## src/shared/dewc_pkg.sv

```systemverilog
// Package: constants and types for the data EEPROM write control block
package dewc_pkg;
    // Control register bit positions
    localparam int CTRL_RD_BIT = 0;
    localparam int CTRL_WR_BIT = 1;
    localparam int CTRL_WRITE_ENABLE_BIT_BIT = 2;
    localparam int CTRL_ERR_BIT = 3;
    // Unlock sequence bytes
    localparam logic [7:0] UNLOCK_KEY1 = 8'h55;
    localparam logic [7:0] UNLOCK_KEY2 = 8'haa;
    // Self-timed write duration in microseconds and clock rate
    localparam int WRITE_TIME_US = 4000;
    localparam int CLK_MHZ = 100;
    localparam int WRITE_CYCLES = WRITE_TIME_US * CLK_MHZ;
    // Widths and reset values
    localparam int ADDR_W = 7;
    localparam int DATA_W = 8;
    localparam logic [7:0] RESET_BYTE = 8'h00;

    // Software register write strobes from the core
    typedef struct packed {
        logic ctrl_set_wr;
        logic ctrl_write_enable_bit_we;
        logic ctrl_write_enable_bit_val;
        logic ctrl_err_clr;
        logic unlock_we;
        logic [7:0] unlock_val;
        logic flag_we;
        logic flag_val;
    } dewc_sw_s;

    // Write sequencer states
    typedef enum logic [1:0] {
        DEWC_IDLE = 2'b00,
        DEWC_BUSY = 2'b01,
        DEWC_DONE = 2'b10
    } dewc_state_e;

    // Unlock tracker states
    typedef enum logic [1:0] {
        DEWC_LK_NONE = 2'b00,
        DEWC_LK_K1 = 2'b01,
        DEWC_LK_OPEN = 2'b10
    } dewc_lock_e;
endpackage

```

## src/rtl/dewc_core.sv

```systemverilog
// Data EEPROM write control: unlock, self-timed write, done flag and wake
`timescale 1ns/1ps
// Function
// Write keeps running while the core sleeps; sleep is never blocked.
// Write completion sets the done flag, which wakes the core.
// Wake needs done enable and group enable; other enabled sources also wake.
// Initiate bit reads set during a write and self-clears at completion.
// Done flag set wins over a software flag update in the same cycle.
// Software avoids touching the flag register during a write.
// Software may use a timeout above 8 ms, then check initiate and error.
// An error flag is readable alongside the initiate bit.
// Software keeps its own active flag amid other periodic interrupts.
// Start only with write enable and 55h then AAh just before.
// Program data at address; both held stable during the write.
module dewc_core
    import dewc_pkg::*;
#(
    parameter int WRITE_CYC = WRITE_CYCLES,
    parameter int AW = ADDR_W
) (
    input wire logic clk_sys_in,
    input wire logic rst_in,
    input wire dewc_sw_s sw_in,
    input wire logic [AW-1:0] eeprom_address_reg_in,
    input wire logic [DATA_W-1:0] eeprom_data_reg_in,
    input wire logic write_done_irq_enable_in,
    input wire logic peripheral_group_enable_in,
    input wire logic other_irq_pending_in,
    input wire logic core_asleep_in,
    input wire logic brownout_in,
    output logic [7:0] eeprom_control_reg_out,
    output logic write_done_flag_out,
    output logic write_error_flag_out,
    output logic write_enable_bit_out,
    output logic wake_out,
    output logic nvm_we_out,
    output logic [AW-1:0] nvm_addr_out,
    output logic [DATA_W-1:0] nvm_data_out
);
    dewc_state_e st_ff, nxt_st;
    dewc_lock_e lk_ff, nxt_lk;
    logic write_enable_bit_ff, nxt_write_enable_bit;
    logic err_ff, nxt_err;
    logic done_ff, nxt_done;
    logic wake_ff, nxt_wake;
    logic [AW-1:0] addr_ff, nxt_addr;
    logic [DATA_W-1:0] data_ff, nxt_data;
    logic start;
    logic t_busy;
    logic t_exp;

    initial begin
        if (AW < 1 || AW > 8) begin
            $error("dewc_core: AW must be 1..8");
        end
    end

    // Unlock gate check
    assign start = sw_in.ctrl_set_wr && write_enable_bit_ff && (lk_ff == DEWC_LK_OPEN)
        && (st_ff == DEWC_IDLE);

    // Timer free of the sleep input
    dewc_timer #(
        .CYCLES(WRITE_CYC)
    ) u_timer (
        .clk_sys_in(clk_sys_in),
        .rst_in(rst_in),
        .start_in(start),
        .abort_in(brownout_in && st_ff == DEWC_BUSY),
        .busy_out(t_busy),
        .expire_out(t_exp)
    );

    // Unlock tracker: any other access in between, except an error clear, relocks
    always_comb begin
        nxt_lk = lk_ff;
        if (sw_in.unlock_we) begin
            if (sw_in.unlock_val == UNLOCK_KEY1) begin
                nxt_lk = DEWC_LK_K1;
            end else if (sw_in.unlock_val == UNLOCK_KEY2 && lk_ff == DEWC_LK_K1) begin
                nxt_lk = DEWC_LK_OPEN;
            end else begin
                nxt_lk = DEWC_LK_NONE;
            end
        end else if (sw_in.ctrl_set_wr || sw_in.ctrl_write_enable_bit_we || sw_in.flag_we) begin
            nxt_lk = DEWC_LK_NONE;
        end
    end

    // Sequencer, latches, flags and wake
    always_comb begin
        nxt_st = st_ff;
        nxt_write_enable_bit = write_enable_bit_ff;
        nxt_err = err_ff;
        nxt_done = done_ff;
        nxt_addr = addr_ff;
        nxt_data = data_ff;
        if (sw_in.ctrl_write_enable_bit_we) begin
            nxt_write_enable_bit = sw_in.ctrl_write_enable_bit_val;
        end
        if (sw_in.ctrl_err_clr) begin
            nxt_err = 1'b0;
        end
        if (sw_in.flag_we) begin
            nxt_done = sw_in.flag_val;
        end
        unique case (st_ff)
            DEWC_IDLE: begin
                // Capture address and data
                if (start) begin
                    nxt_st = DEWC_BUSY;
                    nxt_addr = eeprom_address_reg_in;
                    nxt_data = eeprom_data_reg_in;
                end
            end
            DEWC_BUSY: begin
                // Aborted write flags error
                if (brownout_in) begin
                    nxt_st = DEWC_IDLE;
                    nxt_err = 1'b1;
                end else if (t_exp) begin
                    nxt_st = DEWC_DONE;
                end
            end
            DEWC_DONE: begin
                // Set beats software update
                nxt_st = DEWC_IDLE;
                nxt_done = 1'b1;
            end
            default: begin
                nxt_st = DEWC_IDLE;
            end
        endcase
        // Wake gating
        nxt_wake = (done_ff && write_done_irq_enable_in && peripheral_group_enable_in)
            || other_irq_pending_in;
    end

    always_ff @(posedge clk_sys_in) begin
        if (rst_in) begin
            st_ff <= DEWC_IDLE;
            lk_ff <= DEWC_LK_NONE;
            write_enable_bit_ff <= 1'b0;
            err_ff <= 1'b0;
            done_ff <= 1'b0;
            wake_ff <= 1'b0;
            addr_ff <= '0;
            data_ff <= RESET_BYTE;
        end else begin
            st_ff <= nxt_st;
            lk_ff <= nxt_lk;
            write_enable_bit_ff <= nxt_write_enable_bit;
            err_ff <= nxt_err;
            done_ff <= nxt_done;
            wake_ff <= nxt_wake;
            addr_ff <= nxt_addr;
            data_ff <= nxt_data;
        end
    end

    // Initiate bit mirrors busy
    always_comb begin
        eeprom_control_reg_out = RESET_BYTE;
        eeprom_control_reg_out[CTRL_WR_BIT] = (st_ff == DEWC_BUSY);
        eeprom_control_reg_out[CTRL_WRITE_ENABLE_BIT_BIT] = write_enable_bit_ff;
        eeprom_control_reg_out[CTRL_ERR_BIT] = err_ff;
    end

    // Done flag and wake outputs
    assign write_done_flag_out = done_ff;
    assign write_error_flag_out = err_ff;
    assign write_enable_bit_out = write_enable_bit_ff;
    assign wake_out = wake_ff;
    // Held address and data to the array
    assign nvm_we_out = (st_ff == DEWC_BUSY);
    assign nvm_addr_out = addr_ff;
    assign nvm_data_out = data_ff;

    // Assertions
    AST_START_GATED: assert property (@(posedge clk_sys_in) disable iff (rst_in)
        (st_ff != DEWC_BUSY ##1 st_ff == DEWC_BUSY) |-> ($past(sw_in.ctrl_set_wr)
        && $past(write_enable_bit_ff) && $past(lk_ff) == DEWC_LK_OPEN))
        else $error("start gating broken");
    AST_START_NEEDS_KEY: assert property (@(posedge clk_sys_in) disable iff (rst_in)
        (st_ff == DEWC_IDLE && (lk_ff != DEWC_LK_OPEN || !write_enable_bit_ff)) |=> st_ff != DEWC_BUSY)
        else $error("write started without unlock");
    AST_WR_SET_BUSY: assert property (@(posedge clk_sys_in) disable iff (rst_in)
        t_busy |-> eeprom_control_reg_out[CTRL_WR_BIT])
        else $error("initiate bit clear during write");
    AST_WR_CLEARS: assert property (@(posedge clk_sys_in) disable iff (rst_in)
        (st_ff == DEWC_BUSY && t_exp && !brownout_in) |=> !eeprom_control_reg_out[CTRL_WR_BIT])
        else $error("initiate bit did not clear");
    AST_DONE_SET: assert property (@(posedge clk_sys_in) disable iff (rst_in)
        (st_ff == DEWC_DONE) |=> write_done_flag_out)
        else $error("done flag not set");
    AST_DONE_WINS: assert property (@(posedge clk_sys_in) disable iff (rst_in)
        (st_ff == DEWC_DONE && sw_in.flag_we && !sw_in.flag_val) |=> write_done_flag_out)
        else $error("done flag lost to software update");
    AST_SLEEP_RUNS: assert property (@(posedge clk_sys_in) disable iff (rst_in)
        (t_busy && core_asleep_in && !brownout_in) |=> (st_ff == DEWC_BUSY || st_ff == DEWC_DONE))
        else $error("write stalled in sleep");
    AST_WAKE_GATE: assert property (@(posedge clk_sys_in) disable iff (rst_in)
        (done_ff && write_done_irq_enable_in && peripheral_group_enable_in) |=> wake_out)
        else $error("wake missing");
    AST_NO_WAKE: assert property (@(posedge clk_sys_in) disable iff (rst_in)
        (!other_irq_pending_in && !(done_ff && write_done_irq_enable_in
        && peripheral_group_enable_in)) |=> !wake_out)
        else $error("spurious wake");
    AST_ADDR_STABLE: assert property (@(posedge clk_sys_in) disable iff (rst_in)
        (st_ff == DEWC_BUSY && $past(st_ff) == DEWC_BUSY) |-> $stable(nvm_addr_out)
        && $stable(nvm_data_out))
        else $error("address or data moved during write");
    AST_ERR_ABORT: assert property (@(posedge clk_sys_in) disable iff (rst_in)
        (st_ff == DEWC_BUSY && brownout_in) |=> write_error_flag_out)
        else $error("error flag not set on abort");

    COV_WRITE: cover property (@(posedge clk_sys_in) disable iff (rst_in)
        st_ff == DEWC_DONE);
    COV_RACE: cover property (@(posedge clk_sys_in) disable iff (rst_in)
        st_ff == DEWC_DONE && sw_in.flag_we);
    COV_WAKE: cover property (@(posedge clk_sys_in) disable iff (rst_in)
        core_asleep_in && $rose(wake_out));
    COV_ABORT: cover property (@(posedge clk_sys_in) disable iff (rst_in)
        st_ff == DEWC_BUSY && brownout_in);
endmodule

```

## src/rtl/dewc_timer.sv

```systemverilog
// Self-timed write duration counter
`timescale 1ns/1ps
module dewc_timer
    import dewc_pkg::*;
#(
    parameter int CYCLES = WRITE_CYCLES
) (
    input wire logic clk_sys_in,
    input wire logic rst_in,
    input wire logic start_in,
    input wire logic abort_in,
    output logic busy_out,
    output logic expire_out
);
    localparam int CW = $clog2(CYCLES + 1);
    logic [CW-1:0] cnt_ff;
    logic [CW-1:0] nxt_cnt;
    logic exp_ff;
    logic nxt_exp;

    initial begin
        if (CYCLES < 2) begin
            $error("dewc_timer: CYCLES must be at least 2");
        end
    end

    // Count down from the loaded duration, pulse on reaching zero
    always_comb begin
        nxt_cnt = cnt_ff;
        nxt_exp = 1'b0;
        if (abort_in) begin
            nxt_cnt = '0;
        end else if (start_in) begin
            nxt_cnt = CW'(CYCLES);
        end else if (cnt_ff != '0) begin
            nxt_cnt = cnt_ff - CW'(1);
            nxt_exp = (cnt_ff == CW'(1));
        end
    end

    always_ff @(posedge clk_sys_in) begin
        if (rst_in) begin
            cnt_ff <= '0;
            exp_ff <= 1'b0;
        end else begin
            cnt_ff <= nxt_cnt;
            exp_ff <= nxt_exp;
        end
    end

    assign busy_out = (cnt_ff != '0);
    assign expire_out = exp_ff;
endmodule

```

## config.mk

```make
export PLATFORM = sky130hd
export DESIGN_NAME = dewc_core
export DESIGN_NICKNAME = d
export VERILOG_FILES = /design/src/shared/dewc_pkg.sv /design/src/rtl/dewc_core.sv /design/src/rtl/dewc_timer.sv
export SDC_FILE = /design/constraint.sdc
export NUM_CORES = 1
export LEC_CHECK = 0
export BUFFER_PORTS_ARGS = -buffer_cell sky130_fd_sc_hd__buf_2
export CORE_ASPECT_RATIO = 0.7
export CORE_MARGIN = 1.5
export CORE_UTILIZATION = 53
export CTS_BUF_LIST = sky130_fd_sc_hd__clkbuf_8
export CTS_CLUSTER_DIAMETER = 50
export DETAILED_ROUTE_END_ITERATION = 16
export GPL_ROUTABILITY_DRIVEN = 1
export PLACE_DENSITY_LB_ADDON = 0.15
export SLEW_MARGIN = 10
export SYNTH_ARGS = -nofsm -noshare
export SYNTH_HDL_FRONTEND = slang
export SYNTH_HIERARCHICAL = 1
export SYNTH_SLANG_ARGS = --single-unit
```

## constraint.sdc

```tcl
create_clock -name clk_sys_in -period 2.3 [get_ports clk_sys_in]
set_input_delay 0.46 -clock clk_sys_in [delete_from_list [all_inputs] [get_ports clk_sys_in]]
set_output_delay 0.46 -clock clk_sys_in [all_outputs]
set_load 0.01 [all_outputs]
```

* Yosys cells after proc, flatten, opt, wreduce, memory -nomap -nowiden
Index checks and enable logic that the tools add are counted.
Operators by class: $add $sub $neg 1, equal/unequal tests 9, multiplexer cells 15, bitwise operators 1, reductions and logical operators 20
Operators by type and width (count):
- $mux 19 | 2
- $eq 19x1->1 const B | 1
- $reduce_bool 19->1 | 1
- $sub 19x1->19 const B | 1
- $mux 2 | 7
- $eq 8x7->1 const B | 1
- $eq 8x8->1 const B | 1
- $logic_and 1x1->1 | 7
- $reduce_bool 2->1 | 3
- $mux 1 | 5
- $eq 2x1->1 const B | 2
- $eq 2x2->1 const B | 2
- $pmux 2 s2 | 1
- $reduce_and 2->1 | 2
- $reduce_or 4->1 | 1
- $logic_or 1x1->1 | 3
- $ne 3x2->1 const B | 1
- $reduce_or 3->1 | 1
- $logic_not 2->1 | 1
- $ne 2x2->1 const B | 1
- $reduce_or 2->1 | 1
- $not 1->1 | 1
Storage, ports and cells: register bits after elaboration 43, bits of input ports 37, output and inout port bits 28, word-level logic and storage cells 57

* Logic depth before layout (Yosys ltp)
word-level depth 5, mapped depth 9, depth with buffers taken out 7

* Modules after synthesis
The synthesis kept the hierarchy.
Modules (own cells, without submodules):
- dewc_timer | times used 1, cells each 130, area an instance 1126.1 µm², sequential area each 400.4 µm²
- dewc_core | times used 1, cells each 113, area an instance 1114.8 µm², sequential area each 460.4 µm²

* Worst setup path before layout
OpenSTA, ideal clock, no wires.
path kind reg2reg, from register u_timer.cnt_ff[0], to register u_timer.cnt_ff[14], setup time 0.135 ns, arrival time 1.925 ns, required time 2.165 ns, setup slack 0.240 ns, stages on the path, launching flop included 8, path buffers 1, clock period less this slack 2.060 ns, cell sequence dfxtp_1 > inv_1 > ha_1 > or4b_1 > clkbuf_1 > or3_2 > o311ai_0 > o41ai_1
On the way: cells in the longest elaborated chain, start to end 1, elaborated cells between the ends (all ways) 2, those cells by class 1 x add/sub; 1 x reduce/logical
Ends and longest elaborated chain:
- start, declared | line dewc_timer.sv:16 | logic [CW-1:0] cnt_ff;
- start signal, assigned | line dewc_timer.sv:46 | cnt_ff <= nxt_cnt;
- $sub 19x1->19 or $reduce_bool 19->1 (tied branches)
Several ways; a longest one is shown, not always the timed one. A chain may end at the register's enable or synchronous reset.

* Worst setup path in the final report
from register u_timer.cnt_ff[6], to register u_timer.cnt_ff[11]
On the way: cells in the longest elaborated chain, start to end 3, elaborated cells between the ends (all ways) 5, those cells by class 1 x add/sub; 2 x mux; 2 x reduce/logical
Ends and longest elaborated chain:
- $sub 19x1->19 | line dewc_timer.sv:36 | nxt_cnt = cnt_ff - CW'(1);
- $mux 19 | line dewc_timer.sv:35 | end else if (cnt_ff != '0) begin
- $mux 19 | line dewc_timer.sv:33 | end else if (start_in) begin
Several ways; a longest one is shown, not always the timed one. The select of a mux whose other input is x is not followed.

==> flow_results.xml <==
<?xml version="1.0" encoding="UTF-8"?>
<metrics>
  <group name="status">
    <metric name="outcome" unit="">completed</metric>
  </group>
  <group name="final_layout">
    <metric name="seqCellArea" unit="sq um">860.8</metric>
    <metric name="postLayoutCoreUtil" unit="">0.6651</metric>
    <metric name="num_antenna_cells" unit="">0</metric>
    <metric name="fill_cells" unit="">344</metric>
    <metric name="flow.area_growth_from_synthesis" unit="%">18.54</metric>
    <metric name="final_common_cell" unit="">buf_2</metric>
    <metric name="final_design_area_no_fill" unit="sq um">2656</metric>
    <metric name="footprint_of_the_multi_input_gates" unit="sq um">1246</metric>
    <metric name="final_cell_mix" unit="">buf_2 (58), dfxtp_1 (43), nand2b_1 (31), mux2i_1 (20), buf_4 (12)</metric>
    <metric name="numnets_final" unit="">345</metric>
    <metric name="final_layout_size_suffix_gt1_frac" unit="">0.2941</metric>
  </group>
  <group name="floorplan">
    <metric name="dieArea" unit="sq um">4634</metric>
    <metric name="core_area" unit="sq um">3994</metric>
    <metric name="start_util" unit="">0.5611</metric>
    <metric name="boundaryPins" unit="">65</metric>
    <metric name="chipWidth" unit="um">80.72</metric>
    <metric name="rows" unit="">19</metric>
    <metric name="die-height" unit="um">57.41</metric>
  </group>
  <group name="sta">
    <metric name="share_of_the_cycle_needed_by_the_critical_path_after_routing" unit="">0.9270</metric>
    <metric name="fin_worst_hold_slack" unit="ns">0.3791</metric>
    <metric name="hold_viol_final" unit="">0</metric>
    <metric name="timing.slew.headroom" unit="">0.5837</metric>
    <metric name="timing.final.max_slew_violations" unit="">0</metric>
    <metric name="worst_pin_slew" unit="ns">0.6187</metric>
    <metric name="clock-skew-final" unit="ns">0.008203</metric>
    <metric name="timing.final.crit_period" unit="ns">2.132</metric>
    <metric name="fin_setup_tns" unit="ns">0</metric>
    <metric name="max_freq" unit="GHz">0.4690</metric>
    <metric name="setup-violations-final" unit="">0</metric>
    <metric name="grt_setup_unrepaired" unit="">no</metric>
  </group>
  <group name="grt">
    <metric name="initial_antenna_violation_count" unit="">0</metric>
    <metric name="grt_overflow_total" unit="">0</metric>
    <metric name="pin_count_of_the_biggest_net_entering_global_routing" unit="">40</metric>
    <metric name="first_global_vias" unit="">1845</metric>
    <metric name="grtUsageTotal" unit="">0.2265</metric>
    <metric name="grt_pass1_wl" unit="um">8107</metric>
  </group>
  <group name="yosys">
    <metric name="yosys.area.top_type_share" unit="">0.3841</metric>
    <metric name="synth.cell_area" unit="sq um">2241</metric>
    <metric name="postSynth.asyncResetShare" unit="">0</metric>
    <metric name="syn_area_per_cell" unit="sq um">9.222</metric>
    <metric name="synth-edff-count" unit="">0</metric>
    <metric name="yosys.cell_types.count" unit="">51</metric>
    <metric name="synth_flop_cell" unit="">dfxtp_1</metric>
    <metric name="synth_top_cell_by_area" unit="">dfxtp_1</metric>
    <metric name="synth_top_cells_by_area" unit="">dfxtp_1 (38%), mux2i_1 (8.9%), nand2b_1 (8.7%)</metric>
    <metric name="synth.yosys.seq_area_share" unit="">0.3841</metric>
    <metric name="ys.warnings.count" unit="">6</metric>
    <metric name="synth_seq_cells" unit="">43</metric>
    <metric name="postSynthCellCount" unit="">243</metric>
  </group>
  <group name="clocking">
    <metric name="cell_chosen_for_the_clock_root" unit="">clkbuf_8</metric>
    <metric name="clk_latency" unit="ns">0.29</metric>
    <metric name="clock_tree.htree_level_count" unit="">2</metric>
    <metric name="cts.reportedPaths.clkPinSlew" unit="ns">0.08</metric>
    <metric name="cts_hold_repair.buffers" unit="">0</metric>
    <metric name="cts_tree" unit="">yes</metric>
    <metric name="cts_repair_resize_count" unit="">0</metric>
    <metric name="cts-buffers-inserted" unit="">5</metric>
    <metric name="clkSinkCount" unit="">43</metric>
    <metric name="maximum_count_of_clock_buffers_along_a_single_path" unit="">2</metric>
    <metric name="post_cts.repair.setup_buffers" unit="">0</metric>
  </group>
  <group name="drt">
    <metric name="post_dr_vias_cell" unit="">5.620</metric>
    <metric name="drtIter0Drc" unit="">148</metric>
    <metric name="first_pass_drt_iterations" unit="">4</metric>
    <metric name="routedWlPerCell" unit="um">13.69</metric>
    <metric name="routed_wirelength" unit="um">4902</metric>
    <metric name="drtAntennaViolNets" unit="">0</metric>
    <metric name="vias" unit="">2012</metric>
    <metric name="drc_errors" unit="">0</metric>
  </group>
  <group name="worst_setup_path">
    <metric name="cp_max_fo" unit="">7</metric>
    <metric name="worst_path_max_delay_cell" unit="">or4_4</metric>
    <metric name="timing.critical_path.buf_inv" unit="">0</metric>
    <metric name="regToRegSetupSlack" unit="ns">0.17</metric>
    <metric name="path_common_cell" unit="">or4_4</metric>
    <metric name="worst-endpoint-required" unit="ns">2.53</metric>
    <metric name="worst_path_dominant_cell_family" unit="">simple AND/OR/NAND/NOR gates</metric>
    <metric name="max_stage_delay" unit="ns">0.57</metric>
    <metric name="start_kind" unit="">register</metric>
    <metric name="criticalPathCategory" unit="">register to register</metric>
    <metric name="timing.critical_path.cells" unit="">or4_4 &gt; or4_4 &gt; or4_1 &gt; a31oi_1</metric>
    <metric name="cp.arrival" unit="ns">2.36</metric>
    <metric name="cp_endpoint_kind" unit="">register</metric>
  </group>
  <group name="power">
    <metric name="power.clock.fraction" unit="">0.145</metric>
    <metric name="internal-power" unit="W">0.001852</metric>
    <metric name="switching_share" unit="">0.4198</metric>
    <metric name="power.switching" unit="W">0.001340</metric>
    <metric name="power_density" unit="nW/um^2">1202</metric>
    <metric name="vdd.ir_drop.worst" unit="mV">0.8338</metric>
    <metric name="power_leakage" unit="nW">1.151</metric>
    <metric name="p_seq_frac" unit="">0.338</metric>
    <metric name="combinationalPowerShare" unit="">0.517</metric>
  </group>
  <group name="placement">
    <metric name="place_hpwl" unit="um">3637</metric>
    <metric name="dpl_cell_area" unit="sq um">2571</metric>
    <metric name="buffer_ports.inserted" unit="">58</metric>
    <metric name="place_congestion" unit="">0.8376</metric>
  </group>
  <group name="job">
    <metric name="maxCapViolations" unit="">0</metric>
  </group>
  <group name="worst_hold_path">
    <metric name="hold_path.class" unit="">input pin to register</metric>
  </group>
</metrics>
kinds of logic (layout without fill, tap and decap cells):
family / Yosys count / in the layout / synth area share
flip-flops: 43 / 43 / 0.3841
other: 1 / 5 / 0.001673
buffers and inverters: 24 / 83 / 0.06644
multiplexers: 20 / 20 / 0.08933
AND/OR/NAND/NOR: 112 / 112 / 0.3183
adder cells (fa/ha/maj): 3 / 3 / 0.01675
AO/OA/AOI/OAI: 40 / 40 / 0.1234
worst min-delay path, delay by kind of cell:
kind                   cells  cell delay, ns
AND/OR/NAND/NOR            1            0.07
AO/OA/AOI/OAI              1            0.04
buffers and inverters      1            0.07
area by class of cell:
class	instances	share of cell area
Clock inverter	3	0.006123
Tap cell	52	0.02449
Multi-Input combinational cell	180	0.4691
Inverter	5	0.007065
Timing Repair Buffer	70	0.1432
Sequential cell	43	0.3241
Clock buffer	5	0.02591
worst paths after layout:
kind,start,depth (start not counted),endpoint
setup / recovery,u_timer/cnt_ff[6],4,u_timer/cnt_ff[11]
setup reg to reg,u_timer/cnt_ff[6],4,u_timer/cnt_ff[11]
hold reg to reg,nvm_addr_out[3],2,nvm_addr_out[3]
hold / removal,other_irq_pending_in,3,wake_out
per-layer routing:
layer  vias to the layer above  wire [um]  GRT usage  part of all wire
met5                         -          0          0                 0
met4                         0         36    0.08128            0.0073
met3                         5        397    0.04640             0.081
met2                        74       2131     0.3409              0.43
met1                       928       2337     0.3221              0.48
li1                       1005          -          -                 -
flip-flops by register name (all words and copies together) (netlist names):
signal                flops
nvm_addr_out              7
write_enable_bit_out      1
nvm_data_out              8
u_timer/cnt_ff           19
st_ff                     2
write_error_flag_out      1
lk_ff                     2
wake_out                  1
u_timer/expire_out        1
write_done_flag_out       1
metrics by stage:
step / power (W) / instances / worst slack, ns
floorplan: 0.002207 / 247 / 0.2401
global placement: 0.002666 / 350 / 0.2046
detailed placement: 0.002709 / 350 / 0.1736
CTS: 0.003175 / 358 / 0.1668
global route: 0.003450 / 358 / 0.07421
finish: 0.003192 / 358 / 0.1678
synth_stat cells, types with 3 or more instances:
| master | n |
|---|---|
| dfxtp_1 | 43 |
| nand2b_1 | 31 |
| mux2i_1 | 20 |
| nor2_1 | 11 |
| a21oi_1 | 10 |
| buf_4 | 9 |
| nand2_1 | 9 |
| clkbuf_1 | 7 |
| nor3_1 | 7 |
| nor4_1 | 6 |
| a211oi_1 | 5 |
| inv_1 | 5 |
| nand3_1 | 5 |
| o21ai_0 | 5 |
| or3_1 | 5 |
| nor4b_1 | 4 |
| o31ai_1 | 4 |
| or3_2 | 4 |
| or4_1 | 4 |
| a31oi_1 | 3 |
| ha_1 | 3 |
| nand4_1 | 3 |
| o21a_1 | 3 |
| or2_2 | 3 |
power groups by stage:
| stage | Combinational [W] | Sequential (W) | Clock (W) |
|---|---|---|---|
| after floorplan | 0.00116 | 0.00105 | 0 |
| after global placement | 0.00158 | 0.00108 | 0 |
| after detailed placement | 0.00162 | 0.00109 | 0 |
| after CTS | 0.00163 | 0.00107 | 0.000475 |
| after global routing | 0.00184 | 0.00111 | 0.000499 |
| final | 0.00165 | 0.00108 | 0.000463 |
(Power assumes the default switching activity.)
